File: src/verilog/rotdp_pkg.sv
package rotdp_pkg;

  localparam logic [7:0] ROTDP_ACCESS_LIMIT  = 8'h5f;
  localparam logic [7:0] ROTDP_W_RESET       = 8'h00;
  localparam logic       ROTDP_CARRY_RESET   = 1'b0;
  localparam logic [3:0] ROTDP_BANKSEL_RESET = 4'h0;
  localparam logic [7:0] ROTDP_ACCESS_SPLIT  = 8'h60;
  localparam logic [3:0] ROTDP_SFR_BANK      = 4'hf;

  typedef enum logic [1:0] {
    ROTDP_OP_NONE,
    ROTDP_OP_RLNC,
    ROTDP_OP_RRC
  } rotdp_op_t;

  typedef struct packed {
    rotdp_op_t  op;
    logic       dest_sel;
    logic       bank_acc;
    logic [7:0] file_addr;
  } rotdp_instr_t;

  typedef struct packed {
    logic        wr_en;
    logic [11:0] addr;
    logic [7:0]  data;
  } rotdp_mem_wr_t;

  typedef struct packed {
    logic carry;
    logic negative;
    logic zero;
  } rotdp_flags_t;

endpackage : rotdp_pkg

File: src/verilog/rotdp_core.sv
`timescale 1ns/1ns
`default_nettype none

// Behaviour
// RULE1: the left rotate moves each bit one place up and old bit 7 into bit 0, carry untouched.
// RULE2: the right rotate moves each bit one place down, old bit 0 into carry and old carry into bit 7.
// RULE3: destination select 0 writes the working register, 1 writes back to the file register.
// RULE4: bank access 0 uses the access bank, 1 uses the bank select register for the upper address bits.
// RULE5: bank access 0 with extended set on and operand at most 95 uses index-plus-literal addressing.
// RULE6: file operands 0 to 255 are accepted, destination and access selects are single bits.
// RULE7: negative follows result bit 7, zero is set for an all-zero result, one cycle per rotate.
module rotdp_core (
  input  wire logic                    CLK_IN,
  input  wire logic                    RST_N_IN,
  input  wire logic                    INSTR_VALID_IN,
  input  wire rotdp_pkg::rotdp_instr_t INSTR_IN,
  input  wire logic                    EXT_SET_EN_IN,
  input  wire logic [3:0]              BANK_SELECT_REGISTER_IN,
  input  wire logic [11:0]             INDEX_BASE_IN,
  input  wire logic [7:0]              RD_DATA_IN,
  output logic [11:0]                  RD_ADDR_OUT,
  output rotdp_pkg::rotdp_mem_wr_t     MEM_WR_OUT,
  output logic [7:0]                   WREG_OUT,
  output rotdp_pkg::rotdp_flags_t      FLAGS_OUT,
  output logic                         DONE_OUT
);
  import rotdp_pkg::*;

  logic [11:0]   addr;
  logic [7:0]    result;
  logic          carry_nxt;
  logic [7:0]    wreg_r, wreg_nxt;
  rotdp_flags_t  flags_r, flags_nxt;
  rotdp_mem_wr_t wr_r, wr_nxt;
  logic          done_r, done_nxt;
  logic          go;

  assign go = INSTR_VALID_IN && (INSTR_IN.op != ROTDP_OP_NONE);

  // bank select only enters when bank access is set; the access bank splits at the
  // split constant into low file space and the special-function page
  // full 8-bit operand space is decoded, so every f from 0 to 255 is legal [RULE6]
  always_comb begin
    if (INSTR_IN.bank_acc) begin
      addr = {BANK_SELECT_REGISTER_IN, INSTR_IN.file_addr}; // [RULE4]
    end else if (EXT_SET_EN_IN && (INSTR_IN.file_addr <= ROTDP_ACCESS_LIMIT)) begin
      addr = INDEX_BASE_IN + {4'h0, INSTR_IN.file_addr}; // [RULE5]
    end else if (INSTR_IN.file_addr < ROTDP_ACCESS_SPLIT) begin
      addr = {4'h0, INSTR_IN.file_addr}; // [RULE4]
    end else begin
      addr = {ROTDP_SFR_BANK, INSTR_IN.file_addr}; // [RULE4]
    end
  end

  assign RD_ADDR_OUT = addr;

  // carry is taken from the registered flag, so each right rotate sees the carry
  // left by the one before, even back to back
  always_comb begin
    result    = RD_DATA_IN;
    carry_nxt = flags_r.carry;
    case (INSTR_IN.op)
      ROTDP_OP_RLNC: begin
        result = {RD_DATA_IN[6:0], RD_DATA_IN[7]}; // [RULE1]
      end
      ROTDP_OP_RRC: begin
        result    = {flags_r.carry, RD_DATA_IN[7:1]}; // [RULE2]
        carry_nxt = RD_DATA_IN[0]; // [RULE2]
      end
      default: begin
        result = RD_DATA_IN;
      end
    endcase
  end

  // refused cycles keep the working register and flags; the write strobe falls
  // every cycle so a single rotate can never write twice
  always_comb begin
    wreg_nxt  = wreg_r;
    flags_nxt = flags_r;
    wr_nxt    = '0;
    done_nxt  = 1'b0;
    if (go) begin
      done_nxt = 1'b1; // single-cycle completion [RULE7]
      flags_nxt.carry    = carry_nxt;
      flags_nxt.negative = result[7]; // [RULE7]
      flags_nxt.zero     = (result == 8'h00); // [RULE7]
      if (INSTR_IN.dest_sel) begin
        wr_nxt.wr_en = 1'b1; // [RULE3]
        wr_nxt.addr  = addr;
        wr_nxt.data  = result;
      end else begin
        wreg_nxt = result; // [RULE3]
      end
    end
  end

  // reset clears flags as a whole, so the first right rotate never shifts in an unknown carry
  always_ff @(posedge CLK_IN) begin
    if (!RST_N_IN) begin
      wreg_r  <= ROTDP_W_RESET;
      flags_r <= '{carry: ROTDP_CARRY_RESET, negative: 1'b0, zero: 1'b0};
      wr_r    <= '0;
      done_r  <= 1'b0;
    end else begin
      wreg_r  <= wreg_nxt;
      flags_r <= flags_nxt;
      wr_r    <= wr_nxt;
      done_r  <= done_nxt;
    end
  end

  assign WREG_OUT   = wreg_r;
  assign FLAGS_OUT  = flags_r;
  assign MEM_WR_OUT = wr_r;
  assign DONE_OUT   = done_r;

  // file writes land one cycle after the read, so back-to-back rotates on the
  // same register need the memory to forward; the decoder must stall otherwise

  // results and carry
  rlnc_result_a: assert property (@(posedge CLK_IN) disable iff (!RST_N_IN) // [RULE1]
    (go && INSTR_IN.op == ROTDP_OP_RLNC && INSTR_IN.dest_sel) |=>
      MEM_WR_OUT.data == {$past(RD_DATA_IN[6:0]), $past(RD_DATA_IN[7])})
    else $error("left rotate result wrong");

  rlnc_carry_a: assert property (@(posedge CLK_IN) disable iff (!RST_N_IN) // [RULE1]
    (go && INSTR_IN.op == ROTDP_OP_RLNC) |=> $stable(FLAGS_OUT.carry))
    else $error("left rotate changed carry");

  rrc_result_a: assert property (@(posedge CLK_IN) disable iff (!RST_N_IN) // [RULE2]
    (go && INSTR_IN.op == ROTDP_OP_RRC && !INSTR_IN.dest_sel) |=>
      WREG_OUT == {$past(FLAGS_OUT.carry), $past(RD_DATA_IN[7:1])})
    else $error("right rotate result wrong");

  rrc_carry_a: assert property (@(posedge CLK_IN) disable iff (!RST_N_IN) // [RULE2]
    (go && INSTR_IN.op == ROTDP_OP_RRC) |=> FLAGS_OUT.carry == $past(RD_DATA_IN[0]))
    else $error("right rotate carry wrong");

  rlnc_wreg_a: assert property (@(posedge CLK_IN) disable iff (!RST_N_IN) // [RULE1]
    (go && INSTR_IN.op == ROTDP_OP_RLNC && !INSTR_IN.dest_sel) |=>
      WREG_OUT == {$past(RD_DATA_IN[6:0]), $past(RD_DATA_IN[7])})
    else $error("left rotate working result wrong");

  rrc_file_a: assert property (@(posedge CLK_IN) disable iff (!RST_N_IN) // [RULE2]
    (go && INSTR_IN.op == ROTDP_OP_RRC && INSTR_IN.dest_sel) |=>
      MEM_WR_OUT.data == {$past(FLAGS_OUT.carry), $past(RD_DATA_IN[7:1])})
    else $error("right rotate file result wrong");

  carry_kept_a: assert property (@(posedge CLK_IN) disable iff (!RST_N_IN) // [RULE1]
    ($past(RST_N_IN) && $changed(FLAGS_OUT.carry)) |->
      $past(go && INSTR_IN.op == ROTDP_OP_RRC))
    else $error("carry moved without a right rotate");

  // destination and write strobe
  dest_file_a: assert property (@(posedge CLK_IN) disable iff (!RST_N_IN) // [RULE3]
    (go && INSTR_IN.dest_sel) |=> MEM_WR_OUT.wr_en && $stable(WREG_OUT)
      && MEM_WR_OUT.addr == $past(RD_ADDR_OUT))
    else $error("file destination not written");

  dest_wreg_a: assert property (@(posedge CLK_IN) disable iff (!RST_N_IN) // [RULE3]
    (go && !INSTR_IN.dest_sel) |=> !MEM_WR_OUT.wr_en)
    else $error("working destination wrote memory");

  wr_source_a: assert property (@(posedge CLK_IN) disable iff (!RST_N_IN) // [RULE3]
    MEM_WR_OUT.wr_en |-> $past(go && INSTR_IN.dest_sel))
    else $error("file write without a rotate to the file");

  wreg_kept_a: assert property (@(posedge CLK_IN) disable iff (!RST_N_IN) // [RULE3]
    ($past(RST_N_IN) && $changed(WREG_OUT)) |-> $past(go && !INSTR_IN.dest_sel))
    else $error("working register moved without a rotate to it");

  // operand address forming, then the n and z flag check
  bank_addr_a: assert property (@(posedge CLK_IN) disable iff (!RST_N_IN) // [RULE4]
    (INSTR_IN.bank_acc) |-> RD_ADDR_OUT == {BANK_SELECT_REGISTER_IN, INSTR_IN.file_addr})
    else $error("banked address wrong");

  indexed_addr_a: assert property (@(posedge CLK_IN) disable iff (!RST_N_IN) // [RULE5]
    (!INSTR_IN.bank_acc && EXT_SET_EN_IN && INSTR_IN.file_addr <= 8'h5f) |->
      RD_ADDR_OUT == INDEX_BASE_IN + {4'h0, INSTR_IN.file_addr})
    else $error("indexed address wrong");

  access_low_a: assert property (@(posedge CLK_IN) disable iff (!RST_N_IN) // [RULE4]
    (!INSTR_IN.bank_acc && !(EXT_SET_EN_IN && INSTR_IN.file_addr <= ROTDP_ACCESS_LIMIT)
      && INSTR_IN.file_addr < ROTDP_ACCESS_SPLIT) |-> RD_ADDR_OUT == {4'h0, INSTR_IN.file_addr})
    else $error("access bank low address wrong");

  access_high_a: assert property (@(posedge CLK_IN) disable iff (!RST_N_IN) // [RULE4]
    (!INSTR_IN.bank_acc && !(EXT_SET_EN_IN && INSTR_IN.file_addr <= ROTDP_ACCESS_LIMIT)
      && INSTR_IN.file_addr >= ROTDP_ACCESS_SPLIT) |-> RD_ADDR_OUT == {ROTDP_SFR_BANK, INSTR_IN.file_addr})
    else $error("access bank high address wrong");

  offset_byte_a: assert property (@(posedge CLK_IN) disable iff (!RST_N_IN) // [RULE6]
    (INSTR_IN.bank_acc || !EXT_SET_EN_IN || INSTR_IN.file_addr > ROTDP_ACCESS_LIMIT) |->
      RD_ADDR_OUT[7:0] == INSTR_IN.file_addr)
    else $error("operand byte lost from address");

  flags_nz_a: assert property (@(posedge CLK_IN) disable iff (!RST_N_IN) // [RULE7]
    go |=> DONE_OUT && FLAGS_OUT.negative == $past(result[7])
      && FLAGS_OUT.zero == ($past(result) == 8'h00))
    else $error("n or z flag wrong");

  // flags, completion and reset
  refused_hold_a: assert property (@(posedge CLK_IN) disable iff (!RST_N_IN) // [RULE7]
    !go |=> !DONE_OUT && !MEM_WR_OUT.wr_en && $stable(WREG_OUT) && $stable(FLAGS_OUT))
    else $error("refused cycle changed state");

  rlnc_flags_a: assert property (@(posedge CLK_IN) disable iff (!RST_N_IN) // [RULE7]
    (go && INSTR_IN.op == ROTDP_OP_RLNC) |=> FLAGS_OUT.negative == $past(RD_DATA_IN[6])
      && FLAGS_OUT.zero == ($past(RD_DATA_IN) == 8'h00))
    else $error("left rotate n or z flag wrong");

  rrc_flags_a: assert property (@(posedge CLK_IN) disable iff (!RST_N_IN) // [RULE7]
    (go && INSTR_IN.op == ROTDP_OP_RRC) |=> FLAGS_OUT.negative == $past(FLAGS_OUT.carry)
      && FLAGS_OUT.zero == (!$past(FLAGS_OUT.carry) && $past(RD_DATA_IN[7:1]) == 7'h00))
    else $error("right rotate n or z flag wrong");

  reset_clear_a: assert property (@(posedge CLK_IN) // [RULE7]
    !RST_N_IN |=> WREG_OUT == ROTDP_W_RESET && FLAGS_OUT.carry == ROTDP_CARRY_RESET
      && !FLAGS_OUT.negative && !FLAGS_OUT.zero && !MEM_WR_OUT.wr_en && !DONE_OUT)
    else $error("reset left state behind");

endmodule : rotdp_core

`default_nettype wire

File: config.mk
export PLATFORM = sky130hd
export DESIGN_NAME = rotdp_core
export DESIGN_NICKNAME = d
export VERILOG_FILES = /design/src/verilog/rotdp_pkg.sv /design/src/verilog/rotdp_core.sv
export SDC_FILE = /design/constraint.sdc
export NUM_CORES = 1
export LEC_CHECK = 0
export BUFFER_PORTS_ARGS = -buffer_cell sky130_fd_sc_hd__buf_2
export CAP_MARGIN = 10
export CORE_MARGIN = 2
export CORE_UTILIZATION = 47
export DETAILED_ROUTE_END_ITERATION = 10
export GPL_TIMING_DRIVEN = 0
export PLACE_DENSITY_LB_ADDON = 0.25
export SYNTH_ARGS = -nofsm -noshare
export SYNTH_HDL_FRONTEND = slang
export SYNTH_SLANG_ARGS = --single-unit
export TNS_END_PERCENT = 1
File: constraint.sdc
create_clock -name CLK_IN -period 3.9 [get_ports CLK_IN]
set_clock_uncertainty 0.1 [all_clocks]
set_input_delay 1.17 -clock CLK_IN [delete_from_list [all_inputs] [get_ports CLK_IN]]
set_output_delay 1.17 -clock CLK_IN [all_outputs]
set_load 0.1 [all_outputs]
; After elaboration in Yosys (flattened, before gate mapping)
; Cells that the tools add are included.
[op_classes]
add_sub_neg = 1
order_cmp = 2
eq_ne = 2
mux = 6
bitwise = 1
reduce_logical = 8
[op_table]
columns = cell, n
row1 = $mux W12, 3
row2 = $mux W21, 1
row3 = $pmux W8 S2, 1
row4 = $add A12 B8 Y12, 1
row5 = $le A8 B7 Y1 const B, 1
row6 = $logic_not A8 Y1, 1
row7 = $lt A8 B7 Y1 const B, 1
row8 = $reduce_and A2 Y1, 3
row9 = $reduce_and A3 Y1, 1
row10 = $eq A2 B1 Y1 const B, 1
row11 = $eq A2 B2 Y1 const B, 1
row12 = $logic_and A1 B1 Y1, 2
row13 = $reduce_bool A2 Y1, 1
row14 = $mux W1, 1
row15 = $not A1 Y1, 1
[totals]
register_bits = 33
out_inout_bits = 45

; Depth between registers and ports, before layout
; Gate-level depths: netlist of the first run.
[logic_depth]
word_depth = 5
mapped_depth = 9
mapped_depth_nobuf = 9

; Worst setup path before layout of the first run
; OpenSTA, ideal clock, no wires.
[synth_path]
path_type = input -> output
startpoint = input INSTR_IN[0] (netlist bit)
endpoint = output RD_ADDR_OUT[4]
arrival_time_ns = 4.241
required_ns = 2.630
setup_slack_ns = -1.611
path_stages = 8
cell_sequence = ha_1 -> inv_1 -> fa_1 -> nor2b_1 -> o21ai_0 -> nand2b_1 -> xnor2_1 -> o21ai_0
[synth_between]
elab_chain_len = 4
[synth_lines]
columns = item, line
row1 = "start, declared", rotdp_core.sv:16  ; input wire rotdp_pkg::rotdp_instr_t INSTR_IN,
row2 = branches (longest 2 deep; another with $add A12 B8 Y12), --
row3 = $mux W12 (*), rotdp_core.sv:46  ; end else if (EXT_SET_EN_IN && (INSTR_IN.file_addr <= ROTDP_ACCESS_LIMIT)) begin
row4 = $mux W12 (*), rotdp_core.sv:44  ; if (INSTR_IN.bank_acc) begin
row5 = "end, declared", rotdp_core.sv:21  ; output logic [11:0] RD_ADDR_OUT,
; Every way passes the cells marked *.

; Final worst setup path of the first run
[layout_path]
startpoint = input INSTR_IN[4] (netlist bit)
endpoint = output RD_ADDR_OUT[11]
[layout_between]
elab_chain_len = 4
[layout_lines]
columns = item, line
row1 = $lt A8 B7 Y1 or $le A8 B7 Y1 (tied branches), "rotdp_core.sv:48, rotdp_core.sv:46"
row2 = $mux W12 or $logic_and A1 B1 Y1 (tied branches), "rotdp_core.sv:48, rotdp_core.sv:46"
row3 = $mux W12 (*), rotdp_core.sv:46
row4 = $mux W12 (*), rotdp_core.sv:44
; Mark *: on every way between the ends. The rest lies on a longest branch, timed or not.

==> impl_results.md, run 1 <==
* Crit path largest cell delay at 360 ps
* Initial DRC Count at 127
* Share of the synthesized area in the top cell type at 35.2%
* Gr usage total at 24.1%
* Multiplexer area fraction after synthesis at 5.33%
* Main combinational cell family by area after synthesis: simple AND/OR/NAND/NOR gates
* Fill count at 294
* Row cnt at 22
* Worst-path fanout max at 5
* Largest net degree at the start of global routing at 11
* R2R Setup Slk at 2640 ps
* Placed Area at 2420 um2
* Achievable frequency at 241 MHz
* Worst-path cell chain: buf_2 -> ha_1 -> nand3_1 -> nor2_2 -> nor3_2 -> a211oi_2 -> mux2i_1 -> nand2_1 -> buf_4
* Tightest Pin Transition at 502 ps
* Dominant synthesized flop cell: dfxtp_1
* DR pass1 iterations at 4
* Maximum vdd drop at 0.322 mV
* Rel. slew slack at 66.5%
* First-pass GRT wire length at 8370 um
* Die width at 67.2 um
* DRC viols at 0
* Synth Area in Simple Gates at 26.4%
* Design area at 2740 um2
* Synth warnings at 0
* Post-synthesis sequential area ratio at 35.2%
* Syn Area/Cell at 8.20 um2
* TritonCTS clock tree: yes
* Initial antenna violation count at 0
* Class of the worst hold path: register to register
* Leakage power total at 1.30 nW
* RSZ-0062 raised after global routing: yes
* Buffers added on ports at 84
* Commonest cells after routing, fill and taps aside: 71 x buf_2, 33 x dfxtp_1, 26 x nand2_1
* Critical Path Source Type: primary input
* Largest cells by area after synthesis: dfxtp_1 35%, ha_1 7.3%, nand2_1 5.6%
* Fin worst setup slack at -242 ps
* Diodes inserted at 0
* Synth area leader: dfxtp_1
* Post-synthesis register bit count at 33
* Critical Setup Path Class: primary input to output pin
* TritonCTS buffer count at 5
* Clk buf depth at 2
* Via/cell ratio at 5.27
* Pwr/cell area at 396 nW/um2
* CTS H-tree lvls at 2
* Final period util at 106%
* P&R area growth vs syn at 45.8%
* Synth Area in Adders at 8.39%
* Endpoint class of the critical path: output pin
* Die extent in y at 67.2 um
* Ys async rst share at 0%
* Clock sink count at 33
* I/O Pins at 85
* Worst endpoint required time at 2630 ps
* DRT antenna net count at 0
* Final wirelength at 5040 um
* Post-Syn Instances at 229
* Routability congestion estimate at 0.929
* Max Cap Violations at 0
* Root buffer cell: clkbuf_8
* Outcome: finished with violations
* Setup-failing EPs final at 7
* Leading cell type in the layout, fill and taps excluded: buf_2
* Core box area at 3740 um2
* Critical path's slowest cell: ha_1
* Post-synthesis xor/xnor area fraction at 1.87%
* Routed len/inst at 13.6 um
* Die ar. at 4520 um2
* Mapped Area at 1880 um2
* Final Power at 1.08 mW
* Layout cells sized above 1 at 38.3%
* Clock-pin slew on the worst setup and hold paths at 60 ps
* Final-report hold violation count at 0
* EDFF count, synth at 0
* Slew Limit Fails at 0
* Violated checks: negative setup slack
* Syn Nets at 281
* Vias in the first global route at 1849
* CP arrival at 2870 ps
* Fin crit period at 4140 ps
* DP HPWL at 3780 um
* Via count at 1962
* Clk_lat worst skew at 270 ps
* Final nets at 375
* Synth unique cells at 44
* Compound-gate portion of the synthesized area at 18.8%
* Total gr overflow at 0
* Initial Util at 50.2%
synthesized netlist by cell type (all sizes together) (6+ instances only):
| library cell | count |
|---|---|
| a21oi | 13 |
| a22oi | 8 |
| and2 | 13 |
| clkbuf | 6 |
| dfxtp | 33 |
| ha | 11 |
| inv | 13 |
| mux2i | 10 |
| nand2 | 29 |
| nor2 | 16 |
| nor2b | 10 |
| o21ai | 17 |
final cells by class:
cell class              count  area, um2  share of cell area (%)
flip-flops and latches     33        661                    24.1
clock inverters             1       30.0                    1.10
plain buffers               7       31.3                    1.14
clock buffers               7       86.3                    3.15
multi-input cells         176       1260                    46.1
well taps                  48       60.1                    2.19
inverters                  13       48.8                    1.78
repair buffers             87        558                    20.4
registers in the layout, indices dropped and copies added (netlist names):
register and flops:
WREG_OUT 8, FLAGS_OUT 3, DONE_OUT 1, MEM_WR_OUT 21
worst max-delay path, delay by kind of cell:
| kind | cells | cell delay [ps] |
|---|---|---|
| compound gates | 1 | 230 |
| fa+ha+maj | 1 | 360 |
| buf+inv | 2 | 350 |
| mux | 1 | 290 |
| simple gates | 4 | 480 |
per-layer routing:
layer / vias up / GRT usage, % / wire length (um)
met4: 0 / 6.89 / 51
met1: 891 / 30.4 / 2150
li1: 993 / - / -
met3: 8 / 5.67 / 357
met5: - / 0 / 0
met2: 70 / 41.1 / 2490
cell families (layout without fill, tap and decap cells):
logic type                 count (synthesis)  in the layout
AOI/OAI and AO/OA                         54             54
xor gates and xnor gates                   4              4
adders and majority gates                 12             12
buffers and inverters                     20            115
DFF                                       33             33
muxes                                     10             10
and+or+nand+nor                           96             96
report_power, final:
group,switching (mW),leakage [nW],total [mW],internal [mW]
registers,0.00419,0.268,0.354,0.350
clock network,0.119,0.0585,0.327,0.208
logic,0.287,0.969,0.402,0.115
timing repair:
item / in CTS / in global routing
pin swaps: 6 / 6
hold buffers: 0 / 0
gates resized for setup: 40 / 10
buffers inserted: 2 / 1
endpoints found under the setup margin: 11 / 11
gates cloned: 0 / 0
metrics by stage:
| stage | TNS, ps | instances | hold slack (ps) | utilization (%) | worst slack [ps] |
|---|---|---|---|---|---|
| 5_1_grt | -1950 | 372 | 408 | 73.1 | -321 |
| 6_report | -1300 | 372 | 371 | 73.1 | -242 |
| 3_3_place_gp | -3580 | 361 | 357 | 64.6 | -543 |
| 3_5_place_dp | -3740 | 361 | 368 | 64.6 | -560 |
| 2_1_floorplan | -1770 | 229 | 789 | - | -278 |
| 4_1_cts | -1150 | 371 | 377 | 71.7 | -230 |
worst paths after layout:
| kind | end | cells past startpoint | start |
|---|---|---|---|
| worst max-delay path | RD_ADDR_OUT[11] | 9 | INSTR_IN[4] |
| worst min-delay path | FLAGS_OUT[0]$_SDFFE_PN0P_ | 2 | FLAGS_OUT[0]$_SDFFE_PN0P_ |
| worst max register to register | FLAGS_OUT[0]$_SDFFE_PN0P_ | 4 | FLAGS_OUT[2]$_SDFFE_PN0P_ |
| worst min register to register | FLAGS_OUT[0]$_SDFFE_PN0P_ | 2 | FLAGS_OUT[0]$_SDFFE_PN0P_ |
No activity file was read; power rests on OpenSTA's default activity.
==> inputs of run 2 (changes only) <==
--- a/config.mk
+++ b/config.mk
@@ -5,10 +5,10 @@
 export SDC_FILE = /design/constraint.sdc
 export NUM_CORES = 1
 export LEC_CHECK = 0
-export BUFFER_PORTS_ARGS = -buffer_cell sky130_fd_sc_hd__buf_2
-export CAP_MARGIN = 10
+export BUFFER_PORTS_ARGS = -buffer_cell sky130_fd_sc_hd__clkbuf_2
+export CAP_MARGIN = 20
 export CORE_MARGIN = 2
-export CORE_UTILIZATION = 47
+export CORE_UTILIZATION = 42
 export DETAILED_ROUTE_END_ITERATION = 10
 export GPL_TIMING_DRIVEN = 0
 export PLACE_DENSITY_LB_ADDON = 0.25
==> constraint.sdc (replaced) <==
create_clock -name CLK_IN -period 3.6 [get_ports CLK_IN]
set_clock_uncertainty 0.1 [all_clocks]
set_input_delay 1.08 -clock CLK_IN [delete_from_list [all_inputs] [get_ports CLK_IN]]
set_output_delay 1.08 -clock CLK_IN [all_outputs]
set_load 0.1 [all_outputs]
==> impl_results.md, run 2 (synthesis results as in run 1) <==
* Outcome: finished with violations
* Violated checks: negative setup slack
* Total gr overflow at 0 (unchanged)
* R2r worst-path depth at 4 (unchanged)
* Max Cap Violations at 0 (unchanged)
* Layout cells sized above 1 at 38.0% (-0.31 points)
* Clk buf depth at 2 (unchanged)
* Clk_lat worst skew at 280 ps (about the same)
* Layout Utilization at 64.5% (-8.6 points)
* Clock-pin slew on the worst setup and hold paths at 70 ps (about the same)
* CP arrival at 2790 ps (-80 ps)
* Fin worst setup slack at -370 ps (-128 ps)
* First-pass GRT wire length at 8250 um (-1.5%)
* Fin crit period at 3970 ps
* Vias in the first global route at 1776 (-3.9%)
* Leading cell type in the layout, fill and taps excluded: clkbuf_2
* P&R area growth vs syn at 48.5%
* Critical Path Source Type: primary input
* Via/cell ratio at 5.19 (-1.7%)
* R2r startpoint: FLAGS_OUT[2]$_SDFFE_PN0P_
* RSZ-0062 raised after global routing: yes
* Die width at 70.9 um (+5.4%)
* DRC viols at 0 (unchanged)
* I/O Pins at 85 (unchanged)
* Root buffer cell: clkbuf_8
* Rel. slew slack at 62.9% (-3.6 points)
* Non-filler cells in the finished layout at 376 (+1.1%)
* DRT antenna net count at 0 (unchanged)
* Final wirelength at 5160 um (+2.3%)
* Core box area at 4320 um2 (+16%)
* Leakage power total at 1.30 nW (+0.61%)
* Routed len/inst at 13.7 um (+1.2%)
* Max FFs per register at 21 (unchanged)
* Post-Place Worst Slack at -723 ps (-163 ps)
* Routability congestion estimate at 0.819 (-12%)
* Gr usage total at 20.6% (-3.5 points)
* Critical Setup Path Class: primary input to output pin
* Final period util at 110%
* Diodes inserted at 0 (unchanged)
* Initial DRC Count at 79 (-38%)
* Cts hold-fix bufs at 0 (unchanged)
* Die ar. at 5020 um2 (+11%)
* Tightest Pin Transition at 558 ps (+56.0 ps)
* Initial Util at 43.4% (-6.7 points)
* Via count at 1950 (-0.61%)
* Commonest cells after routing, fill and taps aside: 70 x clkbuf_2, 33 x dfxtp_1, 26 x nand2_1
* Hold path depth at 2 (unchanged)
* TritonCTS buffer count at 5 (unchanged)
* TritonCTS clock tree: yes
* Buffers added on ports at 84 (unchanged)
* Achievable frequency at 252 MHz
* DP HPWL at 3710 um (-1.8%)
* Initial antenna violation count at 0 (unchanged)
* Placed Cells at 365 (+1.1%)
* Class of the worst hold path: register to register
* Final nets at 375 (unchanged)
* Final-report hold violation count at 0 (unchanged)
* Maximum vdd drop at 0.259 mV (-20%)
* Setup-failing EPs final at 9 (+2)
* Fill count at 374 (+27%)
* Clock sink count at 33 (unchanged)
* CTS H-tree lvls at 2 (unchanged)
* Largest net degree at the start of global routing at 11 (unchanged)
* Die extent in y at 70.9 um (+5.4%)
* Row cnt at 24 (+9.1%)
* R2R Setup Slk at 2350 ps (-290 ps)
* DR pass1 iterations at 4 (unchanged)
* Slew Limit Fails at 0 (unchanged)
* Worst endpoint required time at 2420 ps (-210 ps)
* Hold Crit Endpoint: FLAGS_OUT[0]$_SDFFE_PN0P_
* Worst R2R End: FLAGS_OUT[0]$_SDFFE_PN0P_
* Endpoint class of the critical path: output pin
* Worst-path fanout max at 2 (-3)
* Pwr/cell area at 426 nW/um2 (+7.6%)
* Worst hold start: FLAGS_OUT[0]$_SDFFE_PN0P_
[run 2: changes by cell type in the layout (fill, tap and decap cells not counted), sizes merged]
cell,delta
buf,-76
clkbuf,+76
[run 2: critical path, cell delays in order]
cell	delay, ps
buf_8	70
ha_4	120
inv_2	30
fa_2	340
nor2b_2	140
o211ai_1	120
a21boi_1	240
nor3_1	70
nand3b_1	230
nand2_2	130
clkbuf_16	200
[run 2: layer usage]
metal | vias up | share of wire [%] | global-route usage [%]
met1 | 892 | 44 | 26.9
met4 | 0 | 0.70 | 4.40
met3 | 4 | 7.4 | 6.27
met5 | - | 0 | 0
li1 | 984 | - | -
met2 | 70 | 48 | 34.0
[run 2: how the worst max path moves through the flow]
stage                                start         endpoint
final                     INDEX_BASE_IN[0]   RD_ADDR_OUT[6]
after global routing      INDEX_BASE_IN[0]  RD_ADDR_OUT[10]
after CTS                 INDEX_BASE_IN[0]   RD_ADDR_OUT[8]
after detailed placement       INSTR_IN[0]   RD_ADDR_OUT[8]
after global placement         INSTR_IN[0]   RD_ADDR_OUT[8]
after floorplan                INSTR_IN[0]   RD_ADDR_OUT[8]
[run 2: report_power, final]
group / internal (mW) / switching (mW) / leakage, nW / total (mW)
logic: 0.131 / 0.313 / 0.977 / 0.444
registers: 0.379 / 0.00510 / 0.268 / 0.384
clock network: 0.226 / 0.134 / 0.0585 / 0.360
total: 0.735 / 0.452 / 1.30 / 1.19
[run 2: what timing repair did]
item,CTS,global route
setup buffers,3,0
pin swaps,7,1
setup endpoints to repair,12,12
endpoints found under the hold margin,0,0
cloned,0,0
resized for setup,38,18
[run 2: metrics by stage]
step	hold slack [ps]	cell area, um2	TNS [ps]	total power [mW]
finish	369	2790	-2140	1.19
global route	415	2790	-3090	1.24
CTS	371	2740	-2450	1.18
detailed placement	361	2420	-5600	0.784
global placement	355	2420	-5470	0.781
floorplan	789	1940	-3110	0.702
[run 2: layout make-up]
cell class              instances  area (um2)  share of cell area [%]
repair buffers                 87         616                    22.1
well taps                      52        65.1                    2.33
flip-flops and latches         33         661                    23.7
plain buffers                   7        35.0                    1.26
inverters                      13        48.8                    1.75
clock inverters                 1        30.0                    1.08
multi-input cells             176        1250                    44.7
clock buffers                   7        86.3                    3.10
